**src/include/nibble_io_pkg.sv**
```systemverilog
package nibble_io_pkg;
	localparam int PORT_WIDTH = 4;
	localparam logic [3:0] LATCH_RESET = 4'hF;
	localparam logic [3:0] PULLUP_OPTION_DEFAULT = 4'h0;
	localparam int IRQ_BIT = 3;
	localparam int PWM_NARROW_BIT = 0;
	localparam int PWM_WIDE_BIT = 1;
	localparam int SQUARE_BIT = 2;
	localparam int STANDBY_BIT = 3;
	localparam logic PORT_SEL_A = 1'b0;
	localparam logic PORT_SEL_B = 1'b1;

	typedef enum logic [1:0] {
		OP_NONE,
		OP_SET_BIT,
		OP_CLEAR_BIT
	} bit_op_type;

	typedef struct packed {
		logic port_sel;
		logic [1:0] bit_sel;
		bit_op_type op;
	} core_req_type;

	typedef struct packed {
		logic pwm_narrow_en;
		logic pwm_narrow_out;
		logic pwm_wide_en;
		logic pwm_wide_out;
		logic square_en;
		logic square_wave_out;
	} alt_out_type;
endpackage : nibble_io_pkg

```
**src/design/nibble_io_ports.sv**
```systemverilog
// How it works
// - nibble read returns all four synchronised pin levels of chosen group
// - bit test returns one pin level for branch on one or zero
// - set or clear changes one output latch bit, others untouched
// - per pin fixed option chooses open drain or open drain with pull-up
// - reset sets all latches high so transistors are off
// - port A pin levels go also to converter channels 0 to 3
// - port A bit 3 feeds external interrupt request 1
// - port B behaves like A and feeds converter channels 4 to 7
// - port B bit 0 may carry the narrow pwm output
// - port B bit 1 may carry the wide pwm output
// - port B bit 2 may carry the square wave output
// - port B bit 3 passes standby control input to standby logic
module nibble_io_ports #(
	parameter logic [3:0] PULLUP_A = nibble_io_pkg::PULLUP_OPTION_DEFAULT,
	parameter logic [3:0] PULLUP_B = nibble_io_pkg::PULLUP_OPTION_DEFAULT
) (
	// clock and reset
	input wire logic ref_clk_i,
	input wire logic rst_i,
	// core requests
	input wire nibble_io_pkg::core_req_type req_i,
	input wire logic read_sel_i,
	input wire logic [1:0] test_bit_i,
	// core answers
	output logic [3:0] read_nibble_o,
	output logic test_level_o,
	// shared functions
	input wire nibble_io_pkg::alt_out_type alt_i,
	output logic [7:0] analog_channel_input_o,
	output logic ext_irq_1_o,
	output logic standby_start_o,
	// port A pins
	input wire logic [3:0] port_a_pins_i,
	output logic [3:0] port_a_pins_o,
	output logic [3:0] port_a_pins_oe_o,
	output logic [3:0] port_a_pullup_o,
	// port B pins
	input wire logic [3:0] port_b_pins_i,
	output logic [3:0] port_b_pins_o,
	output logic [3:0] port_b_pins_oe_o,
	output logic [3:0] port_b_pullup_o
);
	logic [3:0] latch_a_reg;
	logic [3:0] latch_b_reg;
	logic [3:0] sync_a;
	logic [3:0] sync_b;
	logic [3:0] drive_b_next;
	logic [3:0] sel_levels;

	// drive low when the effective output bit is zero
	function automatic logic [3:0] low_drive(input logic [3:0] value);
		low_drive = ~value;
	endfunction : low_drive

	function automatic logic [3:0] apply_op(input logic [3:0] cur,
		input logic [1:0] bsel, input nibble_io_pkg::bit_op_type op);
		logic [3:0] res;
		res = cur;
		unique case (op)
			nibble_io_pkg::OP_SET_BIT: res[bsel] = 1'b1;
			nibble_io_pkg::OP_CLEAR_BIT: res[bsel] = 1'b0;
			nibble_io_pkg::OP_NONE: res = cur;
			default: res = cur;
		endcase
		apply_op = res;
	endfunction : apply_op

	// both core answers pick the same group, so one decoder serves them
	function automatic logic [3:0] group_levels(input logic sel, input logic [3:0] lvl_a,
		input logic [3:0] lvl_b);
		group_levels = (sel == nibble_io_pkg::PORT_SEL_B) ? lvl_b : lvl_a;
	endfunction : group_levels

	// which alternate function, if any, owns a port B pin
	function automatic logic alt_enable(input nibble_io_pkg::alt_out_type alt, input int idx);
		alt_enable = 1'b0;
		if (idx == nibble_io_pkg::PWM_NARROW_BIT) begin
			alt_enable = alt.pwm_narrow_en;
		end else if (idx == nibble_io_pkg::PWM_WIDE_BIT) begin
			alt_enable = alt.pwm_wide_en;
		end else if (idx == nibble_io_pkg::SQUARE_BIT) begin
			alt_enable = alt.square_en;
		end
	endfunction : alt_enable

	// level an alternate function puts on its pin; released high otherwise
	function automatic logic alt_level(input nibble_io_pkg::alt_out_type alt, input int idx);
		alt_level = 1'b1;
		if (idx == nibble_io_pkg::PWM_NARROW_BIT) begin
			alt_level = alt.pwm_narrow_out;
		end else if (idx == nibble_io_pkg::PWM_WIDE_BIT) begin
			alt_level = alt.pwm_wide_out;
		end else if (idx == nibble_io_pkg::SQUARE_BIT) begin
			alt_level = alt.square_wave_out;
		end
	endfunction : alt_level

	// one shared synchroniser; it idles high in reset like the released pins
	pin_sync #(
		.WIDTH(8)
	) u_sync (
		.ref_clk_i(ref_clk_i),
		.rst_i(rst_i),
		.async_i({port_b_pins_i, port_a_pins_i}),
		.sync_o({sync_b, sync_a})
	);

	always_ff @(posedge ref_clk_i) begin
		if (rst_i) begin
			latch_a_reg <= nibble_io_pkg::LATCH_RESET;
		end else if (req_i.port_sel == nibble_io_pkg::PORT_SEL_A) begin
			latch_a_reg <= apply_op(latch_a_reg, req_i.bit_sel, req_i.op);
		end
	end

	always_ff @(posedge ref_clk_i) begin
		if (rst_i) begin
			latch_b_reg <= nibble_io_pkg::LATCH_RESET;
		end else if (req_i.port_sel == nibble_io_pkg::PORT_SEL_B) begin
			latch_b_reg <= apply_op(latch_b_reg, req_i.bit_sel, req_i.op);
		end
	end

	// alternate source wins over the latch while enabled
	for (genvar pin = 0; pin < 4; pin++) begin : g_drive_b
		assign drive_b_next[pin] = alt_enable(alt_i, pin) ? alt_level(alt_i, pin) :
			latch_b_reg[pin];
	end

	// open drain: the pin only ever pulls low, so data is always zero
	always_ff @(posedge ref_clk_i) begin
		if (rst_i) begin
			port_a_pins_o <= '0;
			port_b_pins_o <= '0;
		end else begin
			port_a_pins_o <= '0;
			port_b_pins_o <= '0;
		end
	end

	// a latch at one leaves the transistor off
	always_ff @(posedge ref_clk_i) begin
		if (rst_i) begin
			port_a_pins_oe_o <= '0;
		end else begin
			port_a_pins_oe_o <= low_drive(latch_a_reg);
		end
	end

	// port B enables, after the alternate override
	always_ff @(posedge ref_clk_i) begin
		if (rst_i) begin
			port_b_pins_oe_o <= '0;
		end else begin
			port_b_pins_oe_o <= low_drive(drive_b_next);
		end
	end

	always_ff @(posedge ref_clk_i) begin
		if (rst_i) begin
			port_a_pullup_o <= PULLUP_A;
		end else begin
			port_a_pullup_o <= PULLUP_A;
		end
	end

	always_ff @(posedge ref_clk_i) begin
		if (rst_i) begin
			port_b_pullup_o <= PULLUP_B;
		end else begin
			port_b_pullup_o <= PULLUP_B;
		end
	end

	assign sel_levels = group_levels(read_sel_i, sync_a, sync_b);

	// nibble answer, one cycle after the request
	always_ff @(posedge ref_clk_i) begin
		if (rst_i) begin
			read_nibble_o <= nibble_io_pkg::LATCH_RESET;
		end else begin
			read_nibble_o <= sel_levels;
		end
	end

	// single level for branch on one or zero
	always_ff @(posedge ref_clk_i) begin
		if (rst_i) begin
			test_level_o <= &nibble_io_pkg::LATCH_RESET;
		end else begin
			test_level_o <= sel_levels[test_bit_i];
		end
	end

	// converter sees digital levels only, channels 0 to 7
	always_ff @(posedge ref_clk_i) begin
		if (rst_i) begin
			analog_channel_input_o <= {nibble_io_pkg::LATCH_RESET,
				nibble_io_pkg::LATCH_RESET};
		end else begin
			analog_channel_input_o <= {sync_b, sync_a};
		end
	end

	// interrupt request follows port A bit 3
	always_ff @(posedge ref_clk_i) begin
		if (rst_i) begin
			ext_irq_1_o <= nibble_io_pkg::LATCH_RESET[nibble_io_pkg::IRQ_BIT];
		end else begin
			ext_irq_1_o <= sync_a[nibble_io_pkg::IRQ_BIT];
		end
	end

	// standby input, no filter beyond the synchroniser
	always_ff @(posedge ref_clk_i) begin
		if (rst_i) begin
			standby_start_o <= nibble_io_pkg::LATCH_RESET[nibble_io_pkg::STANDBY_BIT];
		end else begin
			standby_start_o <= sync_b[nibble_io_pkg::STANDBY_BIT];
		end
	end
endmodule : nibble_io_ports

```
**src/design/pin_sync.sv**
```systemverilog
module pin_sync #(
	parameter int WIDTH = 4
) (
	// clock and reset
	input wire logic ref_clk_i,
	input wire logic rst_i,
	// raw and synchronised levels
	input wire logic [WIDTH-1:0] async_i,
	output logic [WIDTH-1:0] sync_o
);
	logic [WIDTH-1:0] stage1_reg;

	// reset to high: pins idle high with transistors off
	always_ff @(posedge ref_clk_i) begin
		if (rst_i) begin
			stage1_reg <= '1;
			sync_o <= '1;
		end else begin
			stage1_reg <= async_i;
			sync_o <= stage1_reg;
		end
	end
endmodule : pin_sync

```
**config.mk**
```make
export PLATFORM = sky130hd
export DESIGN_NAME = nibble_io_ports
export DESIGN_NICKNAME = d
export VERILOG_FILES = /design/src/include/nibble_io_pkg.sv /design/src/design/nibble_io_ports.sv /design/src/design/pin_sync.sv
export SDC_FILE = /design/constraint.sdc
export NUM_CORES = 1
export LEC_CHECK = 0
export CELL_PAD_IN_SITES_DETAIL_PLACEMENT = 1
export CELL_PAD_IN_SITES_GLOBAL_PLACEMENT = 1
export CORE_MARGIN = 3
export CORE_UTILIZATION = 45
export DETAILED_ROUTE_END_ITERATION = 6
export DONT_BUFFER_PORTS = 1
export GPL_ROUTABILITY_DRIVEN = 0
export PLACE_DENSITY_LB_ADDON = 0.15
export SLEW_MARGIN = 20
export SYNTH_ARGS = -nofsm -noshare
export SYNTH_HDL_FRONTEND = slang
export SYNTH_SLANG_ARGS = --single-unit
```
**constraint.sdc**
```tcl
create_clock -name ref_clk_i -period 2 [get_ports ref_clk_i]
set_clock_uncertainty 0.2 [all_clocks]
set_input_delay 0.3 -clock ref_clk_i [delete_from_list [all_inputs] [get_ports ref_clk_i]]
set_output_delay 0.3 -clock ref_clk_i [all_outputs]
set_load 0.005 [all_outputs]
```
* Yosys cells after proc, flatten, opt, wreduce, memory -nomap -nowiden
Index checks and enable logic that the tools add are counted.
** Word-level totals
- Output and inout bits :: 39
- Memory bits (read-only) :: 0
- Memories kept :: 0
- Flip-flop bits (word level) :: 47
- RAM bits :: 0
- Bits in latches :: 0
** Operators by class
- Equal/unequal tests :: 2
- Add/subtract/negate cells :: 0
- Multipliers :: 0
- Div/mod/pow operators :: 0
- Order comparisons :: 3
- Shifts and indexed selects :: 0
- Bitwise gates (word level) :: 8
- Multiplexer cells :: 10
- Reduce and logical (&&, ||, !) cells :: 4
** Operators with widths (count)
- $pmux 4 s2 :: 2
- $not 4->4 :: 3
- $and 4x4->4 :: 2
- $or 4x4->4 :: 2
- $lt 2x3->1 const B :: 2
- $mux 1 :: 5
- $mux 4 :: 1
- $reduce_and 2->1 :: 2
- $bmux 1 s2 :: 1
- $demux 1 s2 :: 1
- $eq 2x1->1 const B :: 1
- $eq 2x2->1 const B :: 1
- $ge 2x1->1 const B :: 1
- $reduce_bool 2->1 :: 1
- $logic_and 1x1->1 :: 1
- $not 1->1 :: 1

* Logic depth before layout (Yosys ltp)
Gate-level depths: netlist (run 1).
- Depth after elaboration :: 7
- Depth in mapped cells :: 5
- Gate-level depth less buffers :: 5

* Modules after synthesis
Synthesis (run 1) repeated with hierarchy kept, for this count alone.
** Unflattened totals
- Cells, all modules :: 142
- Area total of the unflattened synthesis :: 1576.5 sq um
** Modules (own cells, without submodules)
- nibble_io_ports :: cells each 109, seq. area each 580.6 sq um, times used 1, area an instance 1144.8 sq um
- pin_sync :: cells each 33, seq. area each 320.3 sq um, times used 1, area an instance 431.7 sq um

* Worst setup path before layout (run 1)
No wires, ideal clock.
- Path type :: input-to-reg
- From :: input req_i[0] (netlist name)
- To :: register with a tool-made name
- Stages :: 4
- Slack :: 215 ps
- Required time :: 1680 ps
- Path buffers :: 0
- Arrival time :: 1466 ps
- Setup time :: 120 ps
- Cell sequence :: inv_1 ha_1 or4b_1 a211o_1
** RTL lines
- start, declared :: RTL line nibble_io_ports.sv:22 : input wire nibble_io_pkg::core_req_type req_i,

* Final worst setup path (run 1)
- From :: input read_sel_i
- To :: register test_level_o
** Between the ends
- Longest elaborated chain between the ends :: 3
** Ends and longest elaborated chain
- start, declared :: RTL line nibble_io_ports.sv:23 : input wire logic read_sel_i,
- $mux 4 :: RTL line nibble_io_ports.sv:72 : group_levels = (sel == nibble_io_pkg::PORT_SEL_B) ? lvl_b : lvl_a;
- $bmux 1 s2 :: RTL line nibble_io_ports.sv:192 : test_level_o <= sel_levels[test_bit_i];
- $mux 1 (implied by the code) :: RTL line nibble_io_ports.sv:192
- end signal, assigned :: RTL line nibble_io_ports.sv:190 : test_level_o <= &nibble_io_pkg::LATCH_RESET;
- end signal, assigned :: RTL line nibble_io_ports.sv:192
- end, declared :: RTL line nibble_io_ports.sv:27 : output logic test_level_o,
Every way passes these cells. The select of a mux whose other input is x is not followed.
A chain may end at the register's enable or synchronous reset.

==> flow_metrics.py, run 1 <==
metrics = {
    "status": {
        "status": "finished, final reports clean",
    },
    "cts": {
        "cts_made_buffers": 5,
        "insertion_delay_ps": 330,
        "clkTransAtPathRegs_ps": 120,
        "h-tree-depth": 2,
        "cts_tree": "yes",
        "postCtsSetupBuffers": 0,
        "root_buffer": "clkbuf_4",
        "cts.sinks": 45,
        "clock_tree.buffer_depth": 2,
        "cts_resized": 0,
    },
    "detailed_routing": {
        "ant_nets": 0,
        "num_vias": 982,
        "finalWirelength_um": 2840,
        "drc": 0,
        "drt-pass1-iter-count": 4,
        "post_drt_via_cell_ratio": 4.70,
        "wl_per_cell_um": 13.6,
        "drt_iter0_drc": 14,
    },
    "timing": {
        "fmax_mhz": 533,
        "period_minus_slack_ps": 1880,
        "fin_crit_sh": 0.938,
        "tns_ps": 0,
        "rsz0062_at_grt": "false",
        "slew_viol_final": 0,
        "hold_violations": 0,
        "setup-violations-final": 0,
        "finalHoldWorstSlack_ps": 0.139,
    },
    "yosys": {
        "synth_cells": 147,
        "synth-async-reset-ratio": 0,
        "synth_edf_count": 0,
        "ys_ff_latch": 45,
        "synthXorXnorAreaFrac": 0,
        "synthesis.area_mm2": 0.00159,
        "syn_avg_cell_area_um2": 10.8,
        "yosys_warnings": 0,
        "ys.flop_type": "dfxtp_1",
        "synth_top_family_by_area": "simple AND/OR/NAND/NOR gates",
        "yosys.area_share.simple": 0.223,
        "synth_mux_area_frac": 0.0252,
        "synthDistinctLibCells": 22,
        "synthAdderAreaFrac": 0.00787,
        "synth_compound_area_frac": 0.0637,
        "yosysSeqAreaShare": 0.566,
    },
    "job": {
        "drv_cap": 0,
    },
    "worst_setup_path": {
        "arrival_ps": 1900,
        "critPathSlowestCell": "dlygate4sd3_1",
        "critical_path_class": "in -> reg",
        "endpoint_kind": "flip-flop",
        "crit_path_start_kind": "primary input",
        "cpPeakStageDelay_ps": 670,
        "worstPathMaxFanout": 4,
        "path_cells": "dlygate4sd3_1, mux2i_1, a221oi_1, or4_1",
        "crit_required_ps": 2030,
    },
    "die": {
        "core_area_mm2": 0.00320,
        "start_util": 0.496,
        "die_area_mm2": 0.00428,
        "rows": 20,
        "die_y_um": 65.4,
        "fp.dieW_um": 65.4,
        "ios": 63,
    },
    "grt": {
        "grt_pass1_vias": 1024,
        "grt_util_all_layers": 0.139,
        "antenna_found_initial": 0,
        "grt_max_degree": 46,
        "grt.overflow.total": 0,
        "grt_first_pass_wirelength_um": 4570,
    },
    "layout": {
        "area_growth_pct": 13.9,
        "diodes": 0,
        "stdcell_area_mm2": 0.00181,
        "drive_gt1_frac": 0.194,
        "nNetsFinal": 190,
    },
    "power": {
        "ir_worst_vdd_mv": 0.370,
        "power_density_mw_per_mm2": 824,
        "p_total_mw": 1.49,
        "leakage_nw": 0.726,
    },
    "place": {
        "port_buffers": 0,
        "hpwl_um": 1790,
        "place_area_mm2": 0.00153,
    },
    "hold_path": {
        "hold_path_class": "in -> reg",
    },
}
==> final cells by class <==
cell class | count | area (µm²)
clock inverter | 1 | 7.51
timing repair buffer | 21 | 220
tap | 44 | 55.1
inverter | 2 | 7.51
clock buffer | 6 | 51.3
multi-input combinational | 90 | 569
sequential | 45 | 901
fill | 373 | 1390
==> power breakdown <==
part	switching [mW]	internal [mW]
combinational	0.0491	0.0682
sequential	0.0157	0.932
clock	0.263	0.165
total	0.327	1.17
==> Yosys cell counts, drive strengths merged (2+ instances only) <==
| master | n | share of area |
|---|---|---|
| dfxtp | 45 | 0.57 |
| or2 | 24 | 0.094 |
| buf | 19 | 0.092 |
| nor2 | 14 | 0.033 |
| a211o | 8 | 0.044 |
| clkbuf | 6 | 0.014 |
| mux2i | 4 | 0.025 |
| nor2b | 4 | 0.016 |
| a211oi | 3 | 0.014 |
| nand4bb | 3 | 0.021 |
| or4b | 3 | 0.019 |
| inv | 2 | 0.0047 |
| nand2b | 2 | 0.0079 |
| or2b | 2 | 0.0094 |
| or4 | 2 | 0.0094 |
==> worst max-delay path, delay by kind of cell <==
family	cells	cell delay [ps]
buffers and inverters	1	670
multiplexers	1	300
AO/OA/AOI/OAI	1	120
AND/OR/NAND/NOR	1	500
==> repair_timing <==
action | in CTS | in global routing
hold endpoints to repair | 45 | 1
hold buffers | 19 | 2
setup endpoints to repair | 0 | 0
==> stage by stage <==
stage / utilization / worst slack, ps / instances
floorplan: - / 215 / 162
global placement: 0.479 / 179 / 181
detailed placement: 0.479 / 134 / 181
CTS: 0.559 / 172 / 207
global route: 0.566 / 27.5 / 209
finish: 0.566 / 123 / 209
==> routing by layer <==
layer / wire (µm) / global-route usage / share of wire
met5: 0 / 0 / 0
met4: 47 / 0.0466 / 0.017
met3: 212 / 0.0479 / 0.075
met2: 1410 / 0.254 / 0.50
met1: 1180 / 0.147 / 0.41
==> path summary, 6_finish.rpt <==
check        depth (start not counted)       start  slack [ps]                             end
max                                  4  read_sel_i         120         test_level_o$_SDFF_PP1_
min                                  2    req_i[4]         0.1                       flip-flop
max reg2reg                          3   flip-flop         430  port_b_pins_oe_o[2]$_SDFF_PP0_
min reg2reg                          1   flip-flop         220  port_a_pins_oe_o[3]$_SDFF_PP0_
==> cells by family (layout without fill, tap and decap cells) <==
logic type,count (synthesis),count (layout)
fa+ha+maj,1,1
other cells,1,16
compound gates,12,12
mux,4,4
simple gates,57,57
buf+inv,27,30
flops,45,45
==> placed cells by master (no fill, tap or decap), drive strengths merged <==
| cell type | instances |
|---|---|
| buf | 1 |
| nor2 | 14 |
| nor3b | 1 |
| or4 | 2 |
| or2 | 24 |
| nor3 | 1 |
| inv | 2 |
| dfxtp | 45 |
| clkbuf | 6 |
| nor2b | 4 |
| nand4bb | 3 |
| nand4b | 1 |
| or2b | 2 |
| a211o | 8 |
| ha | 1 |
| nand2b | 2 |
| or4b | 3 |
| conb | 16 |
| mux2i | 4 |
| clkinvlp | 1 |
| a221oi | 1 |
| a211oi | 3 |
| dlygate4sd3 | 20 |
(Power assumes the default switching activity.)
==> run 2: changes to the inputs <==
--- a/config.mk
+++ b/config.mk
@@ -5,10 +5,11 @@
 export SDC_FILE = /design/constraint.sdc
 export NUM_CORES = 1
 export LEC_CHECK = 0
+export ABC_AREA = 1
 export CELL_PAD_IN_SITES_DETAIL_PLACEMENT = 1
 export CELL_PAD_IN_SITES_GLOBAL_PLACEMENT = 1
 export CORE_MARGIN = 3
-export CORE_UTILIZATION = 45
+export CORE_UTILIZATION = 44
 export DETAILED_ROUTE_END_ITERATION = 6
 export DONT_BUFFER_PORTS = 1
 export GPL_ROUTABILITY_DRIVEN = 0
==> run 2 against run 1 <==
Effect of this change: design area up 3.5%; sequential power hardly changed; setup slack lost 10 ps; maximum frequency shrank 0.53%; combinational power up 20%; highest routed layer unchanged; die area grew 3.1%.
==> flow_metrics.py, run 2 <==
metrics = {
    "status": {
        "status": "finished, final reports clean",
    },
    "layout": {
        "stdcell_count": 240,
        "area_growth_pct": 16.7,
        "nNetsFinal": 218,
        "mostFrequentLayoutCell": "dfxtp_1",
        "mostFrequentLayoutCells": "dfxtp_1 (45), nand3_1 (24), or2_1 (24), dlygate4sd3_1 (23), nand2_1 (18)",
        "diodes": 0,
        "stdcell_area_mm2": 0.00188,
        "fin_util": 0.549,
        "fill_cells": 396,
        "drive_gt1_frac": 0.0773,
    },
    "yosys": {
        "yosysMostFrequentCell": "dfxtp_1",
        "synthDistinctLibCells": 16,
        "synth.top_cell.area_share": 0.560,
        "synth_cells": 171,
        "yosysSeqAreaShare": 0.560,
        "ys_top_cells_by_area": "dfxtp_1 (56%), or2_1 (9.3%), buf_4 (8.4%)",
        "ys.flop_type": "dfxtp_1",
        "synth_common_cells": "dfxtp_1 (45), nand3_1 (24), or2_1 (24)",
        "ys_ff_latch": 45,
        "synth-async-reset-ratio": 0,
        "yosys_warnings": 0,
        "synthesis.area_mm2": 0.00161,
        "yosys.area.top_type": "dfxtp_1",
        "syn_avg_cell_area_um2": 9.40,
        "synth_edf_count": 0,
    },
    "die": {
        "die_area_mm2": 0.00442,
        "core_area_mm2": 0.00342,
        "fp.dieW_um": 66.5,
        "ios": 63,
        "rows": 21,
        "die_y_um": 66.5,
        "start_util": 0.471,
    },
    "place": {
        "placed_cells": 208,
        "place_area_mm2": 0.00154,
        "hpwl_um": 2020,
        "port_buffers": 0,
        "post-place-ws_ps": 528,
    },
    "power": {
        "comb_power_share": 0.084,
        "p_total_mw": 1.68,
        "ir_worst_vdd_mv": 0.406,
        "internal-power_mw": 1.29,
        "swShare": 0.229,
        "leakage_nw": 0.814,
        "p_seq_frac": 0.568,
        "power.switching_mw": 0.383,
        "clockPowerShare": 0.349,
        "power_density_mw_per_mm2": 894,
    },
    "timing": {
        "layout_setup_ws_ps": 113,
        "relSlewSlack": 0.444,
        "setup-violations-final": 0,
        "fin_crit_sh": 0.943,
        "rsz0062_at_grt": "false",
        "finalHoldWorstSlack_ps": 195,
        "worst_pin_slew_ps": 834,
        "hold_violations": 0,
        "slew_viol_final": 0,
        "tns_ps": 0,
        "period_minus_slack_ps": 1890,
        "fmax_mhz": 530,
    },
    "cts": {
        "cts_tree": "yes",
        "clock_tree.buffer_depth": 2,
        "clkTransAtPathRegs_ps": 120,
        "root_buffer": "clkbuf_4",
        "h-tree-depth": 2,
        "insertion_delay_ps": 360,
        "cts.sinks": 45,
        "postCtsSetupBuffers": 0,
        "cts_made_buffers": 5,
    },
    "worst_setup_path": {
        "crit_top_cell": "dlygate4sd3_1",
        "worstPathMaxFanout": 8,
        "path_cells": "dlygate4sd3_1, inv_2, nand4_1, dlygate4sd3_1, nand3_1",
        "cpPeakStageDelay_ps": 720,
        "crit_required_ps": 2050,
        "critPathSlowestCell": "dlygate4sd3_1",
        "crit_path_start_kind": "primary input",
        "endpoint_kind": "flip-flop",
        "critical_path_class": "in -> reg",
        "arrival_ps": 1930,
    },
    "detailed_routing": {
        "drt-pass1-iter-count": 4,
        "drc": 0,
        "ant_nets": 0,
        "num_vias": 1146,
        "drt_iter0_drc": 34,
        "post_drt_via_cell_ratio": 4.78,
        "wl_per_cell_um": 14.0,
        "finalWirelength_um": 3370,
    },
    "grt": {
        "grt.overflow.total": 0,
        "antenna_found_initial": 0,
        "grt_util_all_layers": 0.175,
        "grt_max_degree": 31,
        "grt_first_pass_wirelength_um": 5690,
        "grt_pass1_vias": 1156,
    },
    "job": {
        "drv_cap": 0,
    },
    "hold_path": {
        "hold_path_class": "in -> reg",
    },
}
[run 2: cell count changes after synthesis, sizes merged, moves of 6 or more]
cell	change
nand3	+24
nor2	-7
nand2	+18
clkbuf	-6
nand4	+10
inv	+9
a211o	-8
[run 2: layout make-up]
cell class                      instances  area, µm²  area share
Sequential cell                        45        901       0.480
Multi-Input combinational cell        106        544       0.290
Timing Repair Buffer                   24        243       0.129
Tap cell                               46       57.6      0.0307
Clock buffer                            6       51.3      0.0274
Inverter                               11       41.3      0.0220
Clock inverter                          2       37.5      0.0200
[run 2: kinds of logic after synthesis]
family / after synthesis / synth area share
AO/OA/AOI/OAI: 6 / 0.0187
adder cells (fa/ha/maj): 1 / 0.00778
buffers and inverters: 35 / 0.136
flip-flops: 45 / 0.560
other: 1 / 0.00233
AND/OR/NAND/NOR: 83 / 0.275
[run 2: timing repair]
item                                    4_1_cts  5_1_grt
hold buffers                                 24        0
endpoints found under the setup margin        0       10
resized for setup                             0        1
hold endpoints to repair                     45        0
[run 2: final timing paths]
| path | startpoint | end | slack, ps | cells past startpoint |
|---|---|---|---|---|
| worst min register to register | u_sync.stage1_reg[7]$_SDFF_PP1_ | u_sync.sync_o[7]$_SDFF_PP1_ | 220 | 1 |
| worst max-delay path | req_i[2] | flip-flop | 110 | 5 |
| worst min-delay path | req_i[1] | flip-flop | 200 | 4 |
| worst max register to register | u_sync.sync_o[7]$_SDFF_PP1_ | test_level_o$_SDFF_PP1_ | 550 | 5 |
[run 2: routing by layer]
metal	part of all wire	GRT usage
met5	0	0
met4	0.025	0.0990
met3	0.091	0.0489
met2	0.48	0.283
met1	0.40	0.208
[run 2: critical path, delay by kind of cell]
kind                   cells  cell delay, ps
buffers and inverters      3            1420
AND/OR/NAND/NOR            2             200
[run 2: power groups by stage]
stage,sequential [mW],clock (mW),combinational (mW)
floorplan,0.967,0,0.110
global placement,0.971,0,0.0799
detailed placement,0.972,0,0.0850
CTS,0.952,0.597,0.136
global route,0.957,0.638,0.161
finish,0.951,0.585,0.140
